[config.mk]
export PLATFORM = sky130hd
export DESIGN_NAME = dtdu_update
export DESIGN_NICKNAME = d
export VERILOG_FILES = /design/src/rtl/dtdu_pin_sync.v /design/src/rtl/dtdu_update.v
export VERILOG_INCLUDE_DIRS = /design/src /design/src/inc
export SDC_FILE = /design/constraint.sdc
export NUM_CORES = 2
export LEC_CHECK = 0
export BUFFER_PORTS_ARGS = -buffer_cell sky130_fd_sc_hd__buf_4
export CAP_MARGIN = 20
export CORE_AREA = 2 2 327 329
export DETAILED_ROUTE_END_ITERATION = 12
export DIE_AREA = 0 0 329 331
export GPL_TIMING_DRIVEN = 0
export PLACE_DENSITY = 0.68
export SLEW_MARGIN = 10
export SYNTH_ARGS = -nofsm -noshare
export SYNTH_HDL_FRONTEND = slang
export SYNTH_HIERARCHICAL = 1
export SYNTH_SLANG_ARGS = --single-unit
[constraint.sdc]
create_clock -name sys_clk -period 5.4 [get_ports sys_clk]
set_input_delay 0.81 -clock sys_clk [delete_from_list [all_inputs] [get_ports sys_clk]]
set_output_delay 0.81 -clock sys_clk [all_outputs]
set_load 0.005 [all_outputs]
[src/inc/dtdu_consts.vh]
// Purpose: Shared constants for the toggle/dither DAC update block.
// Assumes: Included by bare name from rtl files.
// Notes:   Definitions only.
`ifndef DTDU_CONSTS_VH
`define DTDU_CONSTS_VH

// Channel count, data width and toggle pin count
`define DTDU_NUM_CH 16
`define DTDU_DATA_W 16
`define DTDU_NUM_PINS 3
// Width of a per-channel pin selector; code 3 means no pin
`define DTDU_SEL_W 2
`define DTDU_SEL_NONE 2'h3
// Reset value of input and DAC registers (zero scale)
`define DTDU_RST_DATA 16'h0000
// Dither phase width and sine sample codes
`define DTDU_PH_W 2
`define DTDU_PH_MID0 2'h0
`define DTDU_PH_PEAK 2'h1
`define DTDU_PH_MID1 2'h2
`define DTDU_PH_TROUGH 2'h3

`endif

[src/rtl/dtdu_pin_sync.v]
// Purpose: Bring one asynchronous toggle pin into sys_clk and flag its edges.
// Assumes: Pin may change at any time relative to sys_clk.
// Notes:   A change counts once the second and third stages agree.
`timescale 1ns/10ps
`include "dtdu_consts.vh"

module dtdu_pin_sync (
  input wire sys_clk,
  input wire reset,
  input wire pinIn,
  output reg pinLevel_ff,
  output reg pinRise_ff,
  output reg pinFall_ff
);

  reg meta1_ff;
  reg meta2_ff;
  reg meta3_ff;
  wire nxt_pinLevel;

  // Hold the filtered level until stages two and three agree
  assign nxt_pinLevel = (meta2_ff == meta3_ff) ? meta3_ff : pinLevel_ff;

  always @(posedge sys_clk) begin
    if (reset) begin
      meta1_ff <= 1'h0;
      meta2_ff <= 1'h0;
      meta3_ff <= 1'h0;
      pinLevel_ff <= 1'h0;
      pinRise_ff <= 1'h0;
      pinFall_ff <= 1'h0;
    end else begin
      meta1_ff <= pinIn;
      meta2_ff <= meta1_ff;
      meta3_ff <= meta2_ff;
      pinLevel_ff <= nxt_pinLevel;
      pinRise_ff <= nxt_pinLevel & ~pinLevel_ff;
      pinFall_ff <= ~nxt_pinLevel & pinLevel_ff;
    end
  end

endmodule // dtdu_pin_sync

[src/rtl/dtdu_update.v]
// Purpose: Per-channel DAC register update driven by toggle pin edges.
// Assumes: Input registers are written over a simple write strobe port;
//          mode, enable and pin selection are static configuration inputs.
// Notes:   Pin edges reach the DAC words four clocks after the pin is first sampled;
//          configuration inputs should only change while the pins are quiet.
// Operation
// RULE1: Toggle mode falling edge copies enabled channel input register A to DAC.
// RULE2: Toggle mode rising edge copies enabled channel input register B to DAC.
// RULE3: Dither mode uses pins as dither clocks, updating only on rising edges.
// RULE4: Only channels with toggle/dither enable set respond to pin edges.
// RULE5: Host holds unused toggle pins low and clears every enable bit.
// RULE6: Two stored input registers per channel; edges need no serial transfer.
`timescale 1ns/10ps
`include "dtdu_consts.vh"

module dtdu_update (
  input wire sys_clk,
  input wire reset,
  input wire [`DTDU_NUM_PINS-1:0] togglePins,
  input wire [`DTDU_NUM_CH-1:0] toggleDitherEnable,
  input wire [`DTDU_NUM_CH-1:0] ditherMode,
  input wire [`DTDU_NUM_CH*`DTDU_SEL_W-1:0] pinSelect,
  input wire inWrValid,
  input wire [3:0] inWrChan,
  input wire inWrRegB,
  input wire [`DTDU_DATA_W-1:0] inWrData,
  output reg [`DTDU_NUM_CH*`DTDU_DATA_W-1:0] dacWord_ff,
  output reg [`DTDU_NUM_CH-1:0] dacUpdated_ff,
  output reg [`DTDU_NUM_PINS-1:0] pinLevel_ff
);

  // ****************************************************************
  // Storage
  // ****************************************************************
  reg [`DTDU_DATA_W-1:0] inRegA_ff [0:`DTDU_NUM_CH-1];
  reg [`DTDU_DATA_W-1:0] inRegB_ff [0:`DTDU_NUM_CH-1];
  reg [`DTDU_PH_W-1:0] phase_ff [0:`DTDU_NUM_CH-1];

  wire [`DTDU_NUM_PINS-1:0] pinRise;
  wire [`DTDU_NUM_PINS-1:0] pinFall;
  wire [`DTDU_NUM_PINS-1:0] pinLevel;
  reg [`DTDU_NUM_CH-1:0] chanRise;
  reg [`DTDU_NUM_CH-1:0] chanFall;
  reg [`DTDU_SEL_W-1:0] chanSel;
  reg [`DTDU_NUM_CH-1:0] wrHitA;
  reg [`DTDU_NUM_CH-1:0] wrHitB;
  reg [`DTDU_NUM_CH*`DTDU_DATA_W-1:0] nxt_dacWord;
  reg [`DTDU_NUM_CH*`DTDU_PH_W-1:0] nxt_phase;
  integer c;
  integer k;
  integer m;
  integer n;

  // ****************************************************************
  // Functions
  // ****************************************************************
  // Pick the edge flag of the pin a channel listens to
  function pickPin;
    input [`DTDU_SEL_W-1:0] sel;
    input [`DTDU_NUM_PINS-1:0] flags;
    begin
      case (sel)
        2'h0: pickPin = flags[0];
        2'h1: pickPin = flags[1];
        2'h2: pickPin = flags[2];
        default: pickPin = 1'h0;
      endcase
    end
  endfunction

  // One-hot channel mask of a write, empty when no write is offered
  function [`DTDU_NUM_CH-1:0] chanMask;
    input valid;
    input [3:0] chan;
    integer j;
    begin
      chanMask = {`DTDU_NUM_CH{1'h0}};
      for (j = 0; j < `DTDU_NUM_CH; j = j + 1) begin
        if (valid && chan == j[3:0]) begin
          chanMask[j] = 1'h1;
        end
      end
    end
  endfunction

  // Four-point sine about A with amplitude B; sums wrap, so the host
  // must keep A +/- B inside the code range
  function [`DTDU_DATA_W-1:0] ditherCode;
    input [`DTDU_DATA_W-1:0] centre;
    input [`DTDU_DATA_W-1:0] amp;
    input [`DTDU_PH_W-1:0] ph;
    begin
      case (ph)
        `DTDU_PH_PEAK: ditherCode = centre + amp;
        `DTDU_PH_TROUGH: ditherCode = centre - amp;
        default: ditherCode = centre;
      endcase
    end
  endfunction

  // ****************************************************************
  // Pin synchronisers
  // ****************************************************************
  // Three stages per pin trade three clocks of latency for a clean edge;
  // a pulse shorter than about two clocks can be missed
  genvar g;
  generate
    for (g = 0; g < `DTDU_NUM_PINS; g = g + 1) begin : gPin
      dtdu_pin_sync uSync (
        .sys_clk(sys_clk),
        .reset(reset),
        .pinIn(togglePins[g]),
        .pinLevel_ff(pinLevel[g]),
        .pinRise_ff(pinRise[g]),
        .pinFall_ff(pinFall[g])
      );
    end
  endgenerate

  // ****************************************************************
  // Per-channel edge routing
  // ****************************************************************
  // A channel whose selector holds code 3 listens to no pin at all
  always @* begin
    chanRise = {`DTDU_NUM_CH{1'h0}};
    chanFall = {`DTDU_NUM_CH{1'h0}};
    chanSel = `DTDU_SEL_NONE;
    for (k = 0; k < `DTDU_NUM_CH; k = k + 1) begin
      chanSel = pinSelect[k*`DTDU_SEL_W +: `DTDU_SEL_W];
      chanRise[k] = toggleDitherEnable[k] &
                    pickPin(chanSel, pinRise); // [RULE4]
      // Dither channels never see falling edges
      chanFall[k] = toggleDitherEnable[k] & ~ditherMode[k] &
                    pickPin(chanSel, pinFall); // [RULE3] [RULE4]
    end
  end

  // ****************************************************************
  // Write decode
  // ****************************************************************
  always @* begin
    wrHitA = chanMask(inWrValid & ~inWrRegB, inWrChan);
    wrHitB = chanMask(inWrValid & inWrRegB, inWrChan);
  end

  // ****************************************************************
  // Input registers
  // ****************************************************************
  // A write in the same cycle as an edge lands after the copy, so the
  // edge always transfers the value that was stored before it
  always @(posedge sys_clk) begin
    if (reset) begin
      for (c = 0; c < `DTDU_NUM_CH; c = c + 1) begin
        inRegA_ff[c] <= `DTDU_RST_DATA;
        inRegB_ff[c] <= `DTDU_RST_DATA;
      end
    end else begin
      for (c = 0; c < `DTDU_NUM_CH; c = c + 1) begin
        if (wrHitA[c]) begin
          inRegA_ff[c] <= inWrData; // [RULE6]
        end
        if (wrHitB[c]) begin
          inRegB_ff[c] <= inWrData; // [RULE6]
        end
      end
    end
  end

  // ****************************************************************
  // Next DAC words and dither phase
  // ****************************************************************
  // Only an edge routed to a channel moves its word
  always @* begin
    nxt_dacWord = dacWord_ff;
    nxt_phase = {`DTDU_NUM_CH*`DTDU_PH_W{1'h0}};
    for (m = 0; m < `DTDU_NUM_CH; m = m + 1) begin
      nxt_phase[m*`DTDU_PH_W +: `DTDU_PH_W] = phase_ff[m];
      if (ditherMode[m]) begin
        if (chanRise[m]) begin
          nxt_phase[m*`DTDU_PH_W +: `DTDU_PH_W] = phase_ff[m] + 2'h1; // [RULE3]
          nxt_dacWord[m*`DTDU_DATA_W +: `DTDU_DATA_W] =
            ditherCode(inRegA_ff[m], inRegB_ff[m], nxt_phase[m*`DTDU_PH_W +: `DTDU_PH_W]); // [RULE3]
        end
      end else begin
        // Phase restarts at MID0 so the first rise after a switch to dither gives the peak
        nxt_phase[m*`DTDU_PH_W +: `DTDU_PH_W] = `DTDU_PH_MID0;
        if (chanRise[m]) begin
          nxt_dacWord[m*`DTDU_DATA_W +: `DTDU_DATA_W] = inRegB_ff[m]; // [RULE2]
        end else if (chanFall[m]) begin
          nxt_dacWord[m*`DTDU_DATA_W +: `DTDU_DATA_W] = inRegA_ff[m]; // [RULE1]
        end
      end
    end
  end

  // ****************************************************************
  // DAC registers and dither phase
  // ****************************************************************
  // Registered so every output leaves straight from a flip-flop
  always @(posedge sys_clk) begin
    if (reset) begin
      dacWord_ff <= {`DTDU_NUM_CH{`DTDU_RST_DATA}};
      dacUpdated_ff <= {`DTDU_NUM_CH{1'h0}};
      pinLevel_ff <= {`DTDU_NUM_PINS{1'h0}};
      for (n = 0; n < `DTDU_NUM_CH; n = n + 1) begin
        phase_ff[n] <= `DTDU_PH_MID0;
      end
    end else begin
      pinLevel_ff <= pinLevel;
      dacUpdated_ff <= chanRise | chanFall;
      dacWord_ff <= nxt_dacWord;
      for (n = 0; n < `DTDU_NUM_CH; n = n + 1) begin
        phase_ff[n] <= nxt_phase[n*`DTDU_PH_W +: `DTDU_PH_W];
      end
    end
  end

endmodule // dtdu_update

### Yosys cells after proc, flatten, opt, wreduce, memory -nomap -nowiden

Memories as Yosys holds them, arrays and structs flattened.
Cells that the tools add are included.
W data, S select, Z words.

| storage, ports and cells | value |
|---|---|
| output and inout bits | 275 |
| RAM bits | 544 |
| memories | 3 |
| register bits after elaboration | 293 |

Memory list:

| memory | words | width | read ports | clocked after memory_dff | wr ports | line | source |
|---|---|---|---|---|---|---|---|
| inRegA_ff | 16 | 16 | 16 | 0 | 16 | dtdu_update.v:35 | `` reg [`DTDU_DATA_W-1:0] inRegA_ff [0:`DTDU_NUM_CH-1]; `` |
| inRegB_ff | 16 | 16 | 16 | 0 | 16 | dtdu_update.v:36 | `` reg [`DTDU_DATA_W-1:0] inRegB_ff [0:`DTDU_NUM_CH-1]; `` |
| phase_ff | 16 | 2 | 16 | 0 | 16 | dtdu_update.v:37 | `` reg [`DTDU_PH_W-1:0] phase_ff [0:`DTDU_NUM_CH-1]; `` |

| cells by class | value |
|---|---|
| equal/unequal tests | 98 |
| bitwise operators | 128 |
| $add $sub $neg | 48 |
| muxes and demuxes | 326 |
| reductions and logical operators | 81 |

Operators by type and width:

| kind | count |
|---|---|
| $mux W16 | 96 |
| $pmux W16 S2 | 16 |
| $add A16 B16 Y16 | 16 |
| $sub A16 B16 Y16 | 16 |
| $mux W1 | 134 |
| $mux W2 | 48 |
| $pmux W1 S3 | 32 |
| $eq A2 B1 Y1 const B | 32 |
| $eq A2 B2 Y1 const B | 32 |
| $and A1 B1 Y1 | 56 |
| $or A1 B1 Y1 | 48 |
| $add A2 B1 Y2 const B | 16 |
| $eq A4 B4 Y1 const B | 8 |
| $logic_and A1 B1 Y1 | 32 |
| $logic_not A2 Y1 | 16 |
| $ne A2 B1 Y1 const B | 16 |
| $reduce_and A2 Y1 | 16 |
| $reduce_bool A2 Y1 | 16 |
| $not A1 Y1 | 23 |
| $eq A4 B3 Y1 const B | 4 |
| $or A16 B16 Y16 | 1 |
| $eq A4 B2 Y1 const B | 2 |
| $eq A4 B1 Y1 const B | 1 |
| $logic_not A4 Y1 | 1 |
| $eq A1 B1 Y1 | 3 |

### Longest topological paths before layout

| depth | value |
|---|---|
| depth after elaboration | 8 |
| gate-level depth with buffers | 18 |

### By module

Netlist, hierarchy kept.

Modules (own cells, without submodules):

| module | area an instance (µm²) | cells an instance | sequential area each (µm²) | instances |
|---|---|---|---|---|
| dtdu_update | 51798.4 | 5844 | 21520.6 | 1 |
| dtdu_pin_sync | 177.7 | 14 | 120.1 | 3 |

### Least setup slack after synthesis

Ideal clock, no wire load.

| timing path | value |
|---|---|
| path kind | register -> register |
| start | memory inRegB_ff[0][4] (netlist bit) |
| end | register dacWord_ff[15] |
| setup slack | 1.358 ns |
| stages on the path, launching flop included | 16 |
| arrival time | 3.920 ns |
| period minus slack after synthesis | 4.042 ns |
| path buffers | 0 |
| required time | 5.278 ns |
| cells stage by stage | edfxtp_1 -> or4_1 -> or3_1 -> nor3_2 -> a21oi_1 -> xnor2_1 -> ha_1 -> a21o_1 -> a21o_1 -> a21o_1 -> or3_1 -> o31ai_1 -> xnor2_1 -> mux2_2 -> a22oi_1 -> o21ai_1 |

RTL lines:

| what | line | source |
|---|---|---|
| start: declaration | dtdu_update.v:36 |  |
| end signal: assignment | dtdu_update.v:202 | `` dacWord_ff <= {`DTDU_NUM_CH{`DTDU_RST_DATA}}; `` |
| end signal: assignment | dtdu_update.v:211 | `dacWord_ff <= nxt_dacWord;` |
| end: declaration | dtdu_update.v:27 | `` output reg [`DTDU_NUM_CH*`DTDU_DATA_W-1:0] dacWord_ff, `` |

==> metrics.md <==
| Metric | Value |
|---|---|
| Pre-CTS setup slack | `about 0.77 ns` |
| DRT iter0 DRCs | `between 5000 and 6000` |
| Sequential share of power | `~43%` |
| Postcts setup bufs | `0` |
| Filler cell count | `about 9400` |
| Largest fanout on the critical path | `5` |
| Post-synthesis cell area | `52300 um^2` |
| Syn Nets | `around 6300` |
| Critical path required time | `~6 ns` |
| First-pass GRT wire length | `~280000 um` |
| Net switching power | `approximately 5.0 mW` |
| Clk slew on worst S/H paths | `approximately 0.060 ns` |
| RSZ-0062 raised after global routing | `false` |
| Fin. max-slew vios | `0` |
| Critical path, cell by cell | `nor3_1 -> nand2b_1 -> or3_1 -> nor4_1 -> nor2_1 -> xnor2_1 -> ha_1 -> nand2_1 -> a21o_1 -> a21boi_0 -> a311oi_1 -> o311ai_1 -> nor4_1 -> a2111oi_0 -> a21oi_1` |
| Placed cells | `~7700` |
| Nets | `roughly 6800` |
| Row cnt | `approximately 120` |
| Hold-fix buffers, CTS | `0` |
| Fin area | `just over 60000 um^2` |
| # H-tree levels | `3` |
| Max Clock Skew | `between 0.03 and 0.04 ns` |
| Die X | `329 um` |
| TritonCTS clock tree | `built` |
| Gate power share | `about a fifth` |
| Die Y | `~330 um` |
| Clock Sinks | `between 800 and 900` |
| R2r worst-path depth | `15` |
| Die area | `around 110000 um^2` |
| Via Count | `approximately 47000` |
| Int Power | `about 12 mW` |
| Placed cell area | `roughly 57000 um^2` |
| Vias in the first global route | `approximately 44000` |
| Max incr delay on CP | `~0.8 ns` |
| Ys flop type | `edfxtp_1` |
| Synthesis-stage register bit count | `about 840` |
| Clock power frac | `around 38%` |
| Worst r2r dst | `dacWord_ff[159]` |
| Root Driver | `clkbuf_16` |
| Family with the most delay on the worst path | `compound AO/OA/AOI/OAI gates` |
| Initial core utilization | `49.9%` |
| Worst-Skew Late Latency | `~0.7 ns` |
| DRC viols | `0` |
| Final Cycle Share | `about 89%` |
| Hold_sp | `togglePins[2]` |
| Dpl hpwl | `144000 um` |
| Total track usage | `34.0%` |
| Buffers & Inverters on Critical Path | `0` |
| Post-synth EDFFs | `around 500` |
| Initial antenna violation count | `11` |
| Peak VDD IR | `roughly 290 uV` |
| Wirelength per Cell | `between 20 and 25 um` |
| Clock buffer depth | `3` |
| Worst Hold Class | `input port to flip-flop` |
| Worst setup SP type | `flip-flop` |
| Gpl congestion | `roughly 0.99` |
| Sw frac | `~29%` |
| CORE AREA | `around 100000 um^2` |
| I/O Buffers | `around 360` |
| Final Hold Vio Count | `0` |
| Fraction of layout cells with a size suffix above 1 | `between 10 and 15%` |
| Synthesis-to-finish area growth | `15.2%` |
| Antenna violation net count after detailed routing | `0` |
| Worst Path Class, Setup | `flip-flop to flip-flop` |
| Syn Area/Cell | `8.89 um^2` |
| RR Startpoint | `inRegB_ff[1][20]` |
| R2R setup slack | `0.60 ns` |
| Commonest non-fill, non-tap cell in the layout | `nor2_1` |
| Rel. slew slack | `approximately 15%` |
| Largest net degree at the start of global routing | `20` |
| Status | `finished, final reports clean` |
| Sequential element share of the synthesized area | `between 40% and 50%` |
| Non-filler cells in the finished layout | `7835` |
| Post-layout min period | `between 4 and 5 ns` |
| Crit. End Element | `flip-flop` |
| MaxCap Viol Count | `0` |
| Slowest CP cell | `o311ai_1` |
| Leakage | `23.8 nW` |
| Hold depth | `2` |
| Drt via density | `about 6.0` |
| Total gr overflow | `0` |
| Ys async rst share | `0%` |
| PwrDens | `roughly 280 nW/um^2` |
| Critical path arrival | `between 5 and 6 ns` |
| Unique masters post-synth | `89` |
| CTS Buf Count | `a little over 90` |
| Worst slew pin tran | `1.28 ns` |
| Mapped Cells | `a little under 6000` |
| Maximum operating frequency | `0.209 GHz` |
| Final setup fails | `0` |
| Post-route setup slack | `0.605 ns` |
| Min-Delay Endpoint | `gPin[2].uSync/meta1_ff` |
| Crit-path most repeated cell | `nor4_1` |
| DRT Wirelength | `190000 um` |
| Synth warnings | `6` |
| Ports | `between 300 and 400` |
| Resized Gates After CTS | `0` |
| DRT Pass-1 Iters | `7` |
| Most frequent cells in the layout | `nor2_1, nand2_1, a21oi_1` |
-- layout make-up --
type	count	area [um^2]	area share (%)
diodes	5	12.5	0.0207
plain buffers	281	1120	1.86
clock buffers	114	2490	4.13
clock inverters	55	562	0.932
inverters	263	987	1.64
multi-input cells	4505	28400	47.1
flip-flops and latches	837	21900	36.3
well taps	1391	1740	2.89
repair buffers	384	3110	5.16
-- worst max path at each step --
stage | from | end | slack [ns] | cells past startpoint
2_1_floorplan | inRegB_ff[0][4] | dacWord_ff[15] | 1.36 | 15
3_3_place_gp | reset | inRegA_ff[1][113] | -0.19 | 5
3_5_place_dp | phase_ff[0][10] | dacWord_ff[94] | 0.77 | 16
4_1_cts | phase_ff[0][10] | dacWord_ff[95] | 0.72 | 16
5_1_grt | phase_ff[1][2] | dacWord_ff[159] | 0.36 | 15
6_report | inRegB_ff[1][20] | dacWord_ff[159] | 0.60 | 15
-- state kept, by name, summed over array words and instances, names as in the netlist --
register / cells
phase_ff: 32
pinLevel_ff: 3
dacUpdated_ff: 16
gPin.uSync/meta2_ff: 3
gPin.uSync/pinFall_ff: 3
gPin.uSync/pinLevel_ff: 3
gPin.uSync/meta1_ff: 3
inRegA_ff: 256
gPin.uSync/meta3_ff: 3
dacWord_ff: 256
inRegB_ff: 256
gPin.uSync/pinRise_ff: 3
-- routing by layer --
metal / share of wire [%] / track usage [%] / wire length, um / vias to the layer above
met3: 8.7 / 6.46 / 16600 / 472
met1: 40 / 43.3 / 76300 / 22515
met4: 6.0 / 18.2 / 11500 / 8
met5: 0.027 / 0 / 51 / -
li1: - / - / - / 22082
met2: 45 / 54.7 / 85700 / 2195
-- through the flow --
| stage | hold slack, ns | TNS, ns | power (mW) | utilization, % |
|---|---|---|---|---|
| after global placement | 0.418 | -3.10 | 10.5 | 54.1 |
| after global routing | 0.331 | 0 | 17.6 | 57.4 |
| after detailed placement | 0.425 | 0 | 10.6 | 54.5 |
| after CTS | 0.300 | 0 | 17.0 | 57.4 |
| final | 0.329 | 0 | 17.0 | 57.5 |
| after floorplan | 0.405 | 0 | 9.66 | - |
-- synthesized netlist by cell type, drive strengths merged (13+ instances only) --
cell type / number / area share (%)
clkbuf: 267 / 1.9
nor3: 150 / 1.5
xnor2: 345 / 5.8
o31ai: 14 / 0.20
ha: 288 / 6.9
fa: 16 / 0.61
or3: 46 / 0.55
edfxtp: 512 / 29
nand2: 630 / 4.5
nor4: 21 / 0.30
and2: 52 / 0.62
nand3: 93 / 0.89
a21oi: 524 / 5.0
nor2b: 69 / 0.87
nor2: 883 / 6.3
buf: 13 / 0.096
o32ai: 17 / 0.28
a2111oi: 28 / 0.47
a311oi: 48 / 0.80
o21ai: 213 / 2.0
or4: 14 / 0.21
o21a: 45 / 0.65
a31oi: 75 / 0.92
inv: 258 / 1.9
o211ai: 79 / 1.1
a21o: 65 / 0.93
a211oi: 143 / 2.1
dfxtp: 325 / 12
a221o: 20 / 0.38
o21bai: 42 / 0.60
a22oi: 13 / 0.19
nand2b: 45 / 0.54
o22ai: 16 / 0.19
or2: 31 / 0.37
mux2: 21 / 0.45
nand3b: 23 / 0.33
xor2: 60 / 1.0
mux2i: 176 / 3.4
and3: 26 / 0.31
-- kinds of logic (layout without fill, tap and decap cells) --
logic type / after synthesis / count (layout) / share of synthesized area [%]
other: 0 / 5 / 0
and+or+nand+nor: 2138 / 2138 / 18.2
xor gates and xnor gates: 405 / 405 / 6.79
DFF: 837 / 837 / 41.8
AOI/OAI and AO/OA: 1461 / 1461 / 17.9
buffers and inverters: 544 / 1097 / 3.96
muxes: 197 / 197 / 3.82
adders and majority gates: 304 / 304 / 7.50
-- power groups by stage --
| stage | clock [mW] | combinational (mW) | sequential [mW] |
|---|---|---|---|
| floorplan | 0 | 2.26 | 7.40 |
| global placement | 0 | 3.01 | 7.52 |
| detailed placement | 0 | 3.09 | 7.51 |
| CTS | 6.48 | 3.11 | 7.38 |
| global route | 6.73 | 3.46 | 7.42 |
| finish | 6.46 | 3.16 | 7.40 |
No activity file was read; power rests on OpenSTA's default activity.
